## config.mk

```make
export PLATFORM = sky130hd
export DESIGN_NAME = ekuc_ctrl
export DESIGN_NICKNAME = d
export VERILOG_FILES = /design/src/ekuc_pkg.sv /design/src/ekuc_ctrl.sv
export VERILOG_INCLUDE_DIRS = /design/src
export SDC_FILE = /design/constraint.sdc
export NUM_CORES = 2
export LEC_CHECK = 0
export ABC_AREA = 1
export ABC_CLOCK_PERIOD_IN_PS = 37700
export BUFFER_PORTS_ARGS = -buffer_cell sky130_fd_sc_hd__buf_2
export CORE_MARGIN = 3
export CORE_UTILIZATION = 35
export DETAILED_ROUTE_END_ITERATION = 8
export SETUP_SLACK_MARGIN = 0.2
export SYNTH_ARGS = -nofsm -noshare
export SYNTH_HDL_FRONTEND = slang
export SYNTH_SLANG_ARGS = --single-unit
export TNS_END_PERCENT = 10
```

## constraint.sdc

```tcl
create_clock -name CLOCK -period 37.7 [get_ports CLOCK]
set_input_delay 5.655 -clock CLOCK [delete_from_list [all_inputs] [get_ports CLOCK]]
set_output_delay 5.655 -clock CLOCK [all_outputs]
set_load 0.005 [all_outputs]
```

## src/ekuc_regs.svh

```systemverilog
/*
 * constants for the effect knob controller: register map, field
 * positions, reset values and timing counts. assumes a 100 MHz clock.
 */
`ifndef EKUC_REGS_SVH
`define EKUC_REGS_SVH

`define EKUC_CLK_MHZ 100
`define EKUC_MS2CYC(ms) ((ms) * `EKUC_CLK_MHZ * 1000)
`define EKUC_DEBOUNCE_MS 5
`define EKUC_DBL_GAP_MS 300
`define EKUC_HOLD_MS 2000
`define EKUC_IDLE_MS 10000
`define EKUC_FLASH_MS 250

`define EKUC_OFS_CTRL 8'h00
`define EKUC_OFS_STATUS 8'h04
`define EKUC_OFS_TUNE 8'h08
`define EKUC_CTRL_RESET 3'h0
`define EKUC_CH_NUM 3'h4
`define EKUC_ST_LMODE 4
`define EKUC_ST_RMODE 6
`define EKUC_ST_FX1 8
`define EKUC_ST_FX2 16
`define EKUC_ST_BYP 24
`define EKUC_TUNE_CENTS 4

`define EKUC_AMT_MID 4'h4
`define EKUC_AMT_MAX 4'h8
`define EKUC_SER_MAX 5'h0e
`define EKUC_PAR_MAX 5'h11
`define EKUC_ENT_DEF 3'h5
`define EKUC_ENT_BACK 3'h6
`define EKUC_ITEM_SAVE 3'h0
`define EKUC_ITEM_RECALL 3'h1
`define EKUC_ITEM_BACK 3'h2

`endif

```

## src/ekuc_pkg.sv

```systemverilog
/*
 * types for the effect knob controller.
 * assumes ekuc_regs.svh for all numeric constants.
 */
package ekuc_pkg;
	typedef enum logic [2:0] {G_IDLE, G_DOWN, G_HELD, G_GAP, G_DOWN2} ekuc_gest_e;
	typedef enum logic [1:0] {L_NORM, L_SEL, L_TUNE} ekuc_lmode_e;
	typedef enum logic [1:0] {R_NORM, R_SEL, R_LIST, R_SUB} ekuc_rmode_e;
	typedef enum logic [2:0] {K_NONE, K_FX, K_NOTE, K_SLOT, K_MENU} ekuc_kind_e;
	typedef struct packed {
		ekuc_kind_e kind;
		logic [4:0] val;
	} ekuc_disp_s;
	typedef struct packed {
		logic [3:0][3:0] series_effect_slot;
		logic [1:0][4:0] parallel_effect_slot;
		logic [3:0][3:0] amt1;
		logic [3:0][3:0] amt2;
		logic [3:0][3:0] ext;
		logic [3:0] byp1;
		logic [3:0] byp2;
		logic [3:0] xmute;
	} ekuc_cfg_s;
endpackage

```

## src/ekuc_ctrl.sv

```systemverilog
/*
 * effect knob controller: gesture decode for three push knobs, effect
 * selection, bypass, tuner, snapshot menu, loop level, LED and strip drive.
 * assumes knob pins are asynchronous and an AXI4-Lite master on CLOCK.
 */
`timescale 1ns/1ns
`include "ekuc_regs.svh"

// Contract
// - with a channel selected, a single tap enters effect choice for that knob
// - choice state flashes ring yellow and strip at one rate
// - rotation browses effects; a press commits the browsed effect to the strip
// - choice state stays while active; ends after ten idle seconds or a tap on the current effect
// - any committed effect sets that channel's amount to the midpoint
// - outside choice state rotation sets the amount from off to max
// - series codes 0-14, parallel 0-17; 6, 13 and parallel 14 only on channels 2, 4
// - double tap bypasses: ring flashes, strip solid, amount ignored; tap re-engages
// - at reset left knob runs the series effect, right knob the parallel effect
// - series effect slot is held per channel
// - parallel effect slot is shared by channels 1+3 and 2+4
// - each channel keeps its own effect levels
// - two second left hold mutes channel, starts tuner, swaps indicators
// - tuner shows note on strip, ring lit centre, left flat, right sharp
// - tuner ends after ten idle seconds or a single tap
// - two second right hold enters snapshots: effects muted, indicators swap
// - snapshot strip alternates none and slot; rotation walks slots, default, back
// - snapshots end after ten idle seconds or a tap on the back entry
// - slot push offers save, recall, back; save or recall returns to normal
// - default entry offers recall of factory settings or back
// - while browsing, LEDs show stored settings of the selected channel; the loop ring keeps showing the live return level
// - loop knob sets return level per channel, default off, first LED lit
module ekuc_ctrl #(
	parameter int DEB_CYC = `EKUC_MS2CYC(`EKUC_DEBOUNCE_MS),
	parameter int GAP_CYC = `EKUC_MS2CYC(`EKUC_DBL_GAP_MS),
	parameter int HOLD_CYC = `EKUC_MS2CYC(`EKUC_HOLD_MS),
	parameter int IDLE_CYC = `EKUC_MS2CYC(`EKUC_IDLE_MS),
	parameter int FLASH_CYC = `EKUC_MS2CYC(`EKUC_FLASH_MS)
) (
	input wire logic CLOCK,
	input wire logic RST,
	input wire logic [2:0] KNOB_PRESS,
	input wire logic [2:0] KNOB_A,
	input wire logic [2:0] KNOB_B,
	input wire logic [7:0] AWADDR,
	input wire logic AWVALID,
	output logic AWREADY,
	input wire logic [31:0] WDATA,
	input wire logic [3:0] WSTRB,
	input wire logic WVALID,
	output logic WREADY,
	output logic [1:0] BRESP,
	output logic BVALID,
	input wire logic BREADY,
	input wire logic [7:0] ARADDR,
	input wire logic ARVALID,
	output logic ARREADY,
	output logic [31:0] RDATA,
	output logic [1:0] RRESP,
	output logic RVALID,
	input wire logic RREADY,
	output logic [8:0] RING_L,
	output logic [8:0] RING_R,
	output logic [8:0] RING_X,
	output logic RING_L_YEL,
	output logic RING_R_YEL,
	output logic IND_SERIES,
	output logic IND_TUNER,
	output logic IND_PARALLEL,
	output logic IND_SNAP,
	output ekuc_pkg::ekuc_disp_s DISP_L,
	output ekuc_pkg::ekuc_disp_s DISP_R,
	output logic DISP_L_ON,
	output logic DISP_R_ON,
	output logic [3:0] CH_MUTE,
	output logic FX_MUTE,
	output ekuc_pkg::ekuc_cfg_s CFG
);
	localparam ekuc_pkg::ekuc_cfg_s FACT = '{
		series_effect_slot: '0, parallel_effect_slot: '0,
		amt1: {4{`EKUC_AMT_MID}}, amt2: {4{`EKUC_AMT_MID}},
		ext: '0, byp1: '0, byp2: '0, xmute: '0};

	if (GAP_CYC < 1 || DEB_CYC < 1 || HOLD_CYC <= DEB_CYC || IDLE_CYC < 1 || FLASH_CYC < 1) begin
		$error("ekuc_ctrl: timing parameters out of range");
	end

	logic [2:0] p1, p2, a1, a2, a3, b1, b2;
	logic deb [3];
	logic [31:0] dcnt [3];
	logic [31:0] gcnt [3];
	ekuc_pkg::ekuc_gest_e gst [3];
	logic tap [3];
	logic dbl [3];
	logic hold [3];
	logic cw [3];
	logic ccw [3];
	ekuc_pkg::ekuc_lmode_e lmode;
	ekuc_pkg::ekuc_rmode_e rmode;
	ekuc_pkg::ekuc_cfg_s cfg;
	ekuc_pkg::ekuc_cfg_s snap [5];
	ekuc_pkg::ekuc_cfg_s view;
	logic [4:0] lbr, rbr;
	logic [2:0] idx, sub, item;
	logic [31:0] ltm, rtm, fcnt;
	logic flash, lto, rto, lact, ract, chv, pair, l_commit;
	logic [2:0] ch_reg;
	logic [1:0] ch;
	logic [7:0] tune;
	logic aw_got, w_got;
	logic [7:0] aw_addr;
	logic [31:0] w_data;
	logic [3:0] w_strb;

	// two-stage synchronisers for all knob pins
	always_ff @(posedge CLOCK or posedge RST) begin
		if (RST) begin
			{p1, p2, a1, a2, a3, b1, b2} <= '0;
		end else begin
			p1 <= KNOB_PRESS;
			p2 <= p1;
			a1 <= KNOB_A;
			a2 <= a1;
			a3 <= a2;
			b1 <= KNOB_B;
			b2 <= b1;
		end
	end

	// per-knob debounce, rotation step and gesture classifier
	for (genvar g = 0; g < 3; g++) begin : knob
		always_ff @(posedge CLOCK or posedge RST) begin
			if (RST) begin
				deb[g] <= 1'b0;
				dcnt[g] <= '0;
			end else if (p2[g] == deb[g]) begin
				dcnt[g] <= '0;
			end else if (dcnt[g] == 32'(DEB_CYC - 1)) begin
				deb[g] <= p2[g];
				dcnt[g] <= '0;
			end else begin
				dcnt[g] <= dcnt[g] + 32'h1;
			end
		end
		always_ff @(posedge CLOCK or posedge RST) begin
			if (RST) begin
				cw[g] <= 1'b0;
				ccw[g] <= 1'b0;
			end else begin
				cw[g] <= a2[g] && !a3[g] && !b2[g];
				ccw[g] <= a2[g] && !a3[g] && b2[g];
			end
		end
		// each gesture fires exactly one pulse
		always_ff @(posedge CLOCK or posedge RST) begin
			if (RST) begin
				gst[g] <= ekuc_pkg::G_IDLE;
				gcnt[g] <= '0;
				{tap[g], dbl[g], hold[g]} <= 3'h0;
			end else begin
				{tap[g], dbl[g], hold[g]} <= 3'h0;
				gcnt[g] <= gcnt[g] + 32'h1;
				case (gst[g])
					ekuc_pkg::G_IDLE: if (deb[g]) begin
						gst[g] <= ekuc_pkg::G_DOWN;
						gcnt[g] <= '0;
					end
					ekuc_pkg::G_DOWN: if (!deb[g]) begin
						gst[g] <= ekuc_pkg::G_GAP;
						gcnt[g] <= '0;
					end else if (gcnt[g] == 32'(HOLD_CYC - 1)) begin
						hold[g] <= 1'b1;
						gst[g] <= ekuc_pkg::G_HELD;
					end
					ekuc_pkg::G_HELD: if (!deb[g]) begin
						gst[g] <= ekuc_pkg::G_IDLE;
					end
					ekuc_pkg::G_GAP: if (deb[g]) begin
						gst[g] <= ekuc_pkg::G_DOWN2;
					end else if (gcnt[g] == 32'(GAP_CYC - 1)) begin
						tap[g] <= 1'b1;
						gst[g] <= ekuc_pkg::G_IDLE;
					end
					ekuc_pkg::G_DOWN2: if (!deb[g]) begin
						dbl[g] <= 1'b1;
						gst[g] <= ekuc_pkg::G_IDLE;
					end
					default: gst[g] <= ekuc_pkg::G_IDLE;
				endcase
			end
		end
	end

	// restricted codes exist only on channels 2 and 4
	function automatic logic ekuc_avail(input logic ser, input logic [4:0] c,
			input logic [1:0] chn);
		logic r;
		r = ser ? (c == 5'h06 || c == 5'h0d) : (c == 5'h0e);
		return !r || chn[0];
	endfunction

	// one browse step, skipping codes this channel cannot use
	function automatic logic [4:0] ekuc_step(input logic [4:0] c, input logic up,
			input logic [4:0] mx, input logic ser, input logic [1:0] chn);
		logic [4:0] n;
		n = c;
		for (int k = 0; k < 2; k++) begin
			if (k == 0 || !ekuc_avail(ser, n, chn)) begin
				if (up && n < mx) n = n + 5'h01;
				else if (!up && n != 5'h00) n = n - 5'h01;
			end
		end
		return n;
	endfunction

	function automatic logic [3:0] ekuc_adj(input logic [3:0] v, input logic up,
			input logic dn);
		if (up && v < `EKUC_AMT_MAX) return v + 4'h1;
		if (dn && v != 4'h0) return v - 4'h1;
		return v;
	endfunction

	function automatic logic [8:0] ekuc_bar(input logic [3:0] v);
		logic [8:0] b;
		b = '0;
		for (int k = 0; k < 9; k++) b[k] = (4'(k) <= v);
		return b;
	endfunction

	assign ch = ch_reg[1:0];
	assign chv = ch_reg < `EKUC_CH_NUM;
	assign pair = ch[0];
	assign lact = tap[0] || dbl[0] || hold[0] || cw[0] || ccw[0];
	assign ract = tap[1] || dbl[1] || hold[1] || cw[1] || ccw[1];
	assign lto = ltm == 32'(IDLE_CYC - 1);
	assign rto = rtm == 32'(IDLE_CYC - 1);
	assign item = (idx == `EKUC_ENT_DEF) ? sub + 3'h1 : sub;
	assign view = (idx < `EKUC_ENT_DEF) ? snap[idx] : FACT;
	assign l_commit = lmode == ekuc_pkg::L_SEL && chv && !lto && !cw[0] && !ccw[0]
		&& tap[0] && lbr[3:0] != cfg.series_effect_slot[ch];

	// idle timers, each cleared by activity on its own knob
	always_ff @(posedge CLOCK or posedge RST) begin
		if (RST) begin
			ltm <= '0;
			rtm <= '0;
		end else begin
			ltm <= (lmode == ekuc_pkg::L_NORM || lact) ? '0 : (lto ? ltm : ltm + 32'h1);
			rtm <= (rmode == ekuc_pkg::R_NORM || ract) ? '0 : (rto ? rtm : rtm + 32'h1);
		end
	end

	// flash rate shared by rings and strips
	always_ff @(posedge CLOCK or posedge RST) begin
		if (RST) begin
			fcnt <= '0;
			flash <= 1'b0;
		end else if (fcnt == 32'(FLASH_CYC - 1)) begin
			fcnt <= '0;
			flash <= !flash;
		end else begin
			fcnt <= fcnt + 32'h1;
		end
	end

	// knob modes, settings and snapshot memory
	always_ff @(posedge CLOCK or posedge RST) begin
		if (RST) begin
			lmode <= ekuc_pkg::L_NORM;
			rmode <= ekuc_pkg::R_NORM;
			lbr <= '0;
			rbr <= '0;
			idx <= '0;
			sub <= '0;
			cfg <= FACT;
			for (int k = 0; k < 5; k++) snap[k] <= FACT;
		end else begin
			case (lmode)
				ekuc_pkg::L_NORM: if (chv) begin
					if (tap[0] && cfg.byp1[ch]) begin
						cfg.byp1[ch] <= 1'b0;
					end else if (tap[0]) begin
						lmode <= ekuc_pkg::L_SEL;
						lbr <= {1'b0, cfg.series_effect_slot[ch]};
					end else if (dbl[0]) begin
						cfg.byp1[ch] <= !cfg.byp1[ch];
					end else if (hold[0]) begin
						lmode <= ekuc_pkg::L_TUNE;
					end else if (!cfg.byp1[ch]) begin
						cfg.amt1[ch] <= ekuc_adj(cfg.amt1[ch], cw[0], ccw[0]);
					end
				end
				ekuc_pkg::L_SEL: if (lto || !chv) begin
					lmode <= ekuc_pkg::L_NORM;
				end else if (cw[0] || ccw[0]) begin
					lbr <= ekuc_step(lbr, cw[0], `EKUC_SER_MAX, 1'b1, ch);
				end else if (l_commit) begin
					cfg.series_effect_slot[ch] <= lbr[3:0];
					cfg.amt1[ch] <= `EKUC_AMT_MID;
				end else if (tap[0]) begin
					lmode <= ekuc_pkg::L_NORM;
				end
				ekuc_pkg::L_TUNE: if (lto || tap[0]) begin
					lmode <= ekuc_pkg::L_NORM;
				end
				default: lmode <= ekuc_pkg::L_NORM;
			endcase
			case (rmode)
				ekuc_pkg::R_NORM: if (chv) begin
					if (tap[1] && cfg.byp2[ch]) begin
						cfg.byp2[ch] <= 1'b0;
					end else if (tap[1]) begin
						rmode <= ekuc_pkg::R_SEL;
						rbr <= cfg.parallel_effect_slot[pair];
					end else if (dbl[1]) begin
						cfg.byp2[ch] <= !cfg.byp2[ch];
					end else if (hold[1]) begin
						rmode <= ekuc_pkg::R_LIST;
						idx <= '0;
					end else if (!cfg.byp2[ch]) begin
						cfg.amt2[ch] <= ekuc_adj(cfg.amt2[ch], cw[1], ccw[1]);
					end
				end
				ekuc_pkg::R_SEL: if (rto || !chv) begin
					rmode <= ekuc_pkg::R_NORM;
				end else if (cw[1] || ccw[1]) begin
					rbr <= ekuc_step(rbr, cw[1], `EKUC_PAR_MAX, 1'b0, ch);
				end else if (tap[1] && rbr != cfg.parallel_effect_slot[pair]) begin
					cfg.parallel_effect_slot[pair] <= rbr;
					cfg.amt2[ch] <= `EKUC_AMT_MID;
				end else if (tap[1]) begin
					rmode <= ekuc_pkg::R_NORM;
				end
				ekuc_pkg::R_LIST: if (rto) begin
					rmode <= ekuc_pkg::R_NORM;
				end else if (cw[1] && idx < `EKUC_ENT_BACK) begin
					idx <= idx + 3'h1;
				end else if (ccw[1] && idx != 3'h0) begin
					idx <= idx - 3'h1;
				end else if (tap[1] && idx == `EKUC_ENT_BACK) begin
					rmode <= ekuc_pkg::R_NORM;
				end else if (tap[1]) begin
					rmode <= ekuc_pkg::R_SUB;
					sub <= '0;
				end
				ekuc_pkg::R_SUB: if (rto) begin
					rmode <= ekuc_pkg::R_NORM;
				end else if (cw[1] && item < `EKUC_ITEM_BACK) begin
					sub <= sub + 3'h1;
				end else if (ccw[1] && sub != 3'h0) begin
					sub <= sub - 3'h1;
				end else if (tap[1] && item == `EKUC_ITEM_SAVE) begin
					snap[idx] <= cfg;
					rmode <= ekuc_pkg::R_NORM;
				end else if (tap[1] && item == `EKUC_ITEM_RECALL) begin
					rmode <= ekuc_pkg::R_NORM;
				end else if (tap[1]) begin
					rmode <= ekuc_pkg::R_LIST;
				end
				default: rmode <= ekuc_pkg::R_NORM;
			endcase
			if (chv && tap[2] && cfg.xmute[ch]) begin
				cfg.xmute[ch] <= 1'b0;
			end else if (chv && dbl[2]) begin
				cfg.xmute[ch] <= !cfg.xmute[ch];
			end else if (chv && !cfg.xmute[ch]) begin
				cfg.ext[ch] <= ekuc_adj(cfg.ext[ch], cw[2], ccw[2]);
			end
			// recall replaces every setting, so it is applied last
			if (rmode == ekuc_pkg::R_SUB && !rto && !cw[1] && !(ccw[1] && sub != 3'h0)
					&& tap[1] && item == `EKUC_ITEM_RECALL) begin
				cfg <= view;
			end
		end
	end

	// rings, strips, indicators and mutes, all registered
	always_ff @(posedge CLOCK or posedge RST) begin
		if (RST) begin
			{RING_L, RING_R, RING_X} <= '0;
			{RING_L_YEL, RING_R_YEL, IND_TUNER, IND_SNAP, FX_MUTE} <= '0;
			{IND_SERIES, IND_PARALLEL, DISP_L_ON, DISP_R_ON} <= 4'hf;
			DISP_L <= '{ekuc_pkg::K_NONE, 5'h00};
			DISP_R <= '{ekuc_pkg::K_NONE, 5'h00};
			CH_MUTE <= '0;
			CFG <= FACT;
		end else begin
			CFG <= cfg;
			RING_L_YEL <= lmode == ekuc_pkg::L_SEL;
			RING_R_YEL <= rmode == ekuc_pkg::R_SEL;
			IND_TUNER <= lmode == ekuc_pkg::L_TUNE;
			IND_SERIES <= lmode != ekuc_pkg::L_TUNE;
			IND_SNAP <= rmode >= ekuc_pkg::R_LIST;
			IND_PARALLEL <= rmode < ekuc_pkg::R_LIST;
			FX_MUTE <= rmode >= ekuc_pkg::R_LIST;
			CH_MUTE <= (lmode == ekuc_pkg::L_TUNE && chv) ? 4'h1 << ch : 4'h0;
			RING_X <= !chv ? 9'h000 : ekuc_bar(cfg.ext[ch]) & {9{!cfg.xmute[ch] || flash}};
			DISP_L_ON <= lmode != ekuc_pkg::L_SEL || flash;
			DISP_R_ON <= rmode != ekuc_pkg::R_SEL || flash;
			if (!chv) begin
				RING_L <= '0;
				DISP_L <= '{ekuc_pkg::K_NONE, 5'h00};
			end else if (lmode == ekuc_pkg::L_TUNE) begin
				RING_L <= 9'h001 << 4'(4'sh4 + $signed(tune[7:4]));
				DISP_L <= '{ekuc_pkg::K_NOTE, {1'b0, tune[3:0]}};
			end else if (rmode >= ekuc_pkg::R_LIST) begin
				RING_L <= ekuc_bar(view.amt1[ch]);
				DISP_L <= '{ekuc_pkg::K_FX, {1'b0, view.series_effect_slot[ch]}};
			end else begin
				RING_L <= ekuc_bar(cfg.amt1[ch])
					& {9{!(cfg.byp1[ch] || lmode == ekuc_pkg::L_SEL) || flash}};
				DISP_L <= '{ekuc_pkg::K_FX, (lmode == ekuc_pkg::L_SEL) ? lbr
					: {1'b0, cfg.series_effect_slot[ch]}};
			end
			if (!chv) begin
				RING_R <= '0;
				DISP_R <= '{ekuc_pkg::K_NONE, 5'h00};
			end else if (rmode == ekuc_pkg::R_LIST) begin
				RING_R <= ekuc_bar(view.amt2[ch]);
				DISP_R <= flash ? '{ekuc_pkg::K_SLOT, {2'h0, idx}}
					: '{ekuc_pkg::K_NONE, 5'h00};
			end else if (rmode == ekuc_pkg::R_SUB) begin
				RING_R <= ekuc_bar(view.amt2[ch]);
				DISP_R <= '{ekuc_pkg::K_MENU, {2'h0, item}};
			end else begin
				RING_R <= ekuc_bar(cfg.amt2[ch])
					& {9{!(cfg.byp2[ch] || rmode == ekuc_pkg::R_SEL) || flash}};
				DISP_R <= '{ekuc_pkg::K_FX, (rmode == ekuc_pkg::R_SEL) ? rbr
					: cfg.parallel_effect_slot[pair]};
			end
		end
	end

	// AXI4-Lite write channel: address and data in either order
	always_ff @(posedge CLOCK or posedge RST) begin
		if (RST) begin
			{AWREADY, WREADY, BVALID, aw_got, w_got} <= '0;
			BRESP <= 2'h0;
			aw_addr <= '0;
			w_data <= '0;
			w_strb <= '0;
			ch_reg <= `EKUC_CTRL_RESET;
			tune <= '0;
		end else begin
			if (AWVALID && AWREADY) begin
				aw_got <= 1'b1;
				AWREADY <= 1'b0;
				aw_addr <= AWADDR;
			end else if (!aw_got && !BVALID) begin
				AWREADY <= 1'b1;
			end
			if (WVALID && WREADY) begin
				w_got <= 1'b1;
				WREADY <= 1'b0;
				w_data <= WDATA;
				w_strb <= WSTRB;
			end else if (!w_got && !BVALID) begin
				WREADY <= 1'b1;
			end
			if (aw_got && w_got && !BVALID) begin
				{aw_got, w_got} <= 2'h0;
				BVALID <= 1'b1;
				BRESP <= 2'h0;
				if (aw_addr == `EKUC_OFS_CTRL) begin
					if (w_strb[0]) ch_reg <= w_data[2:0];
				end else if (aw_addr == `EKUC_OFS_TUNE) begin
					if (w_strb[0]) tune <= w_data[7:0];
				end else if (aw_addr != `EKUC_OFS_STATUS) begin
					BRESP <= 2'h2;
				end
			end else if (BVALID && BREADY) begin
				BVALID <= 1'b0;
			end
		end
	end

	// AXI4-Lite read channel
	always_ff @(posedge CLOCK or posedge RST) begin
		if (RST) begin
			{ARREADY, RVALID} <= '0;
			RDATA <= '0;
			RRESP <= 2'h0;
		end else if (ARVALID && ARREADY) begin
			ARREADY <= 1'b0;
			RVALID <= 1'b1;
			RRESP <= 2'h0;
			RDATA <= '0;
			if (ARADDR == `EKUC_OFS_CTRL) begin
				RDATA[2:0] <= ch_reg;
			end else if (ARADDR == `EKUC_OFS_STATUS) begin
				RDATA[2:0] <= ch_reg;
				RDATA[`EKUC_ST_LMODE +: 2] <= lmode;
				RDATA[`EKUC_ST_RMODE +: 2] <= rmode;
				RDATA[`EKUC_ST_FX1 +: 4] <= cfg.series_effect_slot[ch];
				RDATA[`EKUC_ST_FX2 +: 5] <= cfg.parallel_effect_slot[pair];
				RDATA[`EKUC_ST_BYP +: 3] <= {cfg.xmute[ch], cfg.byp2[ch], cfg.byp1[ch]};
			end else if (ARADDR == `EKUC_OFS_TUNE) begin
				RDATA[7:0] <= tune;
			end else begin
				RRESP <= 2'h2;
			end
		end else if (RVALID && RREADY) begin
			RVALID <= 1'b0;
		end else if (!RVALID) begin
			ARREADY <= 1'b1;
		end
	end
endmodule

```

==> flow_metrics.tcl <==
set metrics [dict create \
    status "finished clean" \
    drt-met1-wl_microns 69800 \
    num_vias 44203 \
    synth.distinct_cells 73 \
    finalInstanceArea_sq_um 58400 \
    track_usage_pct 20.1 \
    area_growth_pct 12.9 \
    finalCritPeriodShare_pct 23.5 \
    synth.largest_area_cell "dfrtp_1" \
    drtIter0Drc 4215 \
    max_cap_viol_count 0 \
    whs_path_depth 0 \
    synth_xor_area_share_pct 1.54 \
    largest_reg_flops 430 \
    drt-vias-per-instance 5.20 \
    setup_viol 0 \
    p_total_uw 2870 \
    syn_area_sq_um 51700 \
    cts_tree "yes" \
    synth_top_family_by_area "simple AND/OR/NAND/NOR gates" \
    htreeDepth 3 \
    fin_nets 6581 \
    grt_overflow 0 \
    wl_met2_microns 69700 \
    fin_tns_setup_ns 0 \
    final_util_pct 39.9 \
    cts.reportedPaths.clkPinSlew_ns 0.06 \
    grt_max_degree 188 \
    critPathCaptureType "asynchronous set/reset pin" \
    cts_inserted_buffers 117 \
    rows 140 \
    largestRegisters "snap (430), dcnt (96), gcnt (96)" \
    post_cts_resized 0 \
    gp_congestion 0.902 \
    clock_latency_ns 0.76 \
    synth-main-ff-cell "dfrtp_1" \
    cp-start-kind "input port" \
    ir_drop_uv 38.7 \
    synth_seq_cells 1069 \
    synth_compound_gate_area_share_pct 14.7 \
    grt_pass1_vias 42472 \
    dieWidth_microns 390 \
    crit_arrival_ns 9.58 \
    start_util_pct 35.4 \
    critPathKind "in -> async" \
    required_ns 38.43 \
    yosys_warnings 0 \
    power_density_nw_per_um2 49.2 \
    largest-register "snap" \
    yosys.area.top_type_share_pct 48.8 \
    clock_sinks 1069 \
    synth_edf_count 0 \
    wl_microns 155000 \
    slew-limit-headroom_pct 18.6 \
    finClkSkew_ns 0.0465 \
    min_path_type "reg -> reg" \
    chipHeight_microns 390 \
    top_layer "met5" \
    period_needed_ns 8.85 \
    wl_per_cell_microns 18.3 \
    yosys.area_share.simple_pct 23.3 \
    async_flop_share_pct 100 \
    netlist_top_cells_area "dfrtp_1 49%, nand2_1 10%, o21ai_0 7.9%" \
    die-area_sq_um 152000 \
    power.leakage_uw 0.0263 \
    dpl-instance-area_sq_um 54400 \
    yosys.area_share.adder_pct 0.934 \
    drc 0 \
    slew_viol_final 0 \
    avgSynthCellArea_sq_um 8.15 \
    holdBufCountCts 0 \
    cts_root_buf "clkbuf_16" \
    worstPathMaxFanout 98 \
    ios 251 \
    muxShareOfSynthArea_pct 0.0194 \
    grt_pass1_wl_microns 244000 \
    grt_setup_unrepaired "no" \
    io_buffers 208 \
    core-area_sq_um 146000 \
    max_freq_mhz 113 \
    synth_cells 6345 \
    cts_setup_buffers 0 \
    yosysSeqAreaShare_pct 51.9 \
    clockBufferDepth 3 \
    worst_pin_slew_ns 1.20 \
    detail-route-antenna-nets 0 \
    antenna_found_initial 12 \
    hold_viol 0 \
    hpwl_microns 102000 \
    met3WireLength_microns 11700 \
    firstDrtPassIters 6 \
    drive_gt1_share_pct 9.69 \
    r2r_cells 11 \
]
==> synth_stat cells, types with 8 or more instances <==
library cell     n
nor3_2           9
buf_4           49
buf_2           61
inv_1          686
o21ai_1         29
nor3b_1         16
nor3_1         164
ha_1            37
nand4_1        101
dfrtp_1       1009
nand2_1       1374
xnor2_1         14
a21oi_1        286
o22ai_1         22
or2_2           28
o21ai_0        816
dfstp_2         60
a211oi_1        12
nor2_1         672
nor4_1          71
o31ai_1         12
nand3b_1         9
o221ai_1        27
clkbuf_1       136
o211ai_1        72
nand2_2         13
a22oi_1         14
nor2_2          12
xor2_1          75
o21ai_2          8
a31oi_1         29
nand3_1        293
inv_2           17
o21a_1          31
==> critical path, cell delays in order <==
cell and delay, ns:
buf_2 0.13, inv_8 0.46, buf_4 0.79, buf_4 0.74, buf_4 0.76, buf_4 0.83
==> cell usage in the layout (no fill, tap or decap), types with 28 or more instances in the layout <==
master	Yosys	routed
buf_4	49	45
a21oi_1	286	286
ha_1	37	37
or2_2	28	28
inv_1	686	684
o21ai_1	29	28
nor3_1	164	164
a31oi_1	29	29
o21a_1	31	31
clkbuf_8	0	28
o211ai_1	72	72
nor4_1	71	69
dfrtp_1	1009	1007
nand3_1	293	293
dfstp_2	60	60
nor2_1	672	670
clkbuf_16	0	118
buf_2	61	208
xor2_1	75	75
o21ai_0	816	816
nand2_1	1374	1374
nand4_1	101	101
==> per-stage QoR <==
| step | std cells | hold WS [ns] | worst slack [ns] |
|---|---|---|---|
| floorplan | 6359 | 0.331 | 2.05 |
| global placement | 8273 | 0.335 | 27.92 |
| detailed placement | 8273 | 0.335 | 27.89 |
| CTS | 8491 | 0.348 | 28.69 |
| global route | 8491 | 0.355 | 28.19 |
| finish | 8495 | 0.349 | 28.85 |
==> metal layers <==
layer | vias to the layer above | track usage (%)
met2 | 1430 | 31.8
met4 | 6 | 5.87
met1 | 21384 | 28.2
li1 | 21160 | -
met3 | 223 | 3.62
met5 | - | 0
==> where the power goes <==
part / internal, uW / leakage, uW / switching [uW]
clock network: 686 / 0.00195 / 493
registers: 1220 / 0.0144 / 51.1
logic: 117 / 0.00997 / 310
total: 2020 / 0.0263 / 855
==> final cells by class <==
| class | count | area (sq um) |
|---|---|---|
| flip-flops and latches | 1069 | 26800 |
| diodes | 4 | 10.0 |
| inverters | 707 | 2670 |
| clock inverters | 49 | 543 |
| repair buffers | 255 | 1420 |
| fillers | 14714 | 87900 |
| multi-input cells | 4325 | 21100 |
| clock buffers | 169 | 3420 |
| well taps | 1917 | 2400 |
==> final timing paths <==
check                                         from                     to  slack [ns]
min in group asynchronous                      RST      CFG[60]$_DFF_PP0_        5.02
worst min register to register     p1[0]$_DFF_PP0_        p2[0]$_DFF_PP0_        0.35
worst max register to register  idx[0]$_DFFE_PP0P_    DISP_L[3]$_DFF_PP0_       32.70
max in group CLOCK                       ARADDR[5]  RDATA[18]$_DFFE_PP0P_       30.29
worst max-delay path                           RST      CFG[36]$_DFF_PP0_       28.85
worst min-delay path               p1[0]$_DFF_PP0_        p2[0]$_DFF_PP0_        0.35
==> logic make-up (layout without fill, tap and decap cells) <==
family | count (synthesis) | count (layout)
AO/OA/AOI/OAI | 1384 | 1384
XOR/XNOR | 90 | 90
adder cells (fa/ha/maj) | 38 | 38
buffers and inverters | 965 | 1180
flip-flops | 1069 | 1069
multiplexers | 1 | 1
other | 1 | 19
AND/OR/NAND/NOR | 2797 | 2797
Power figures use the tool's default switching activity.
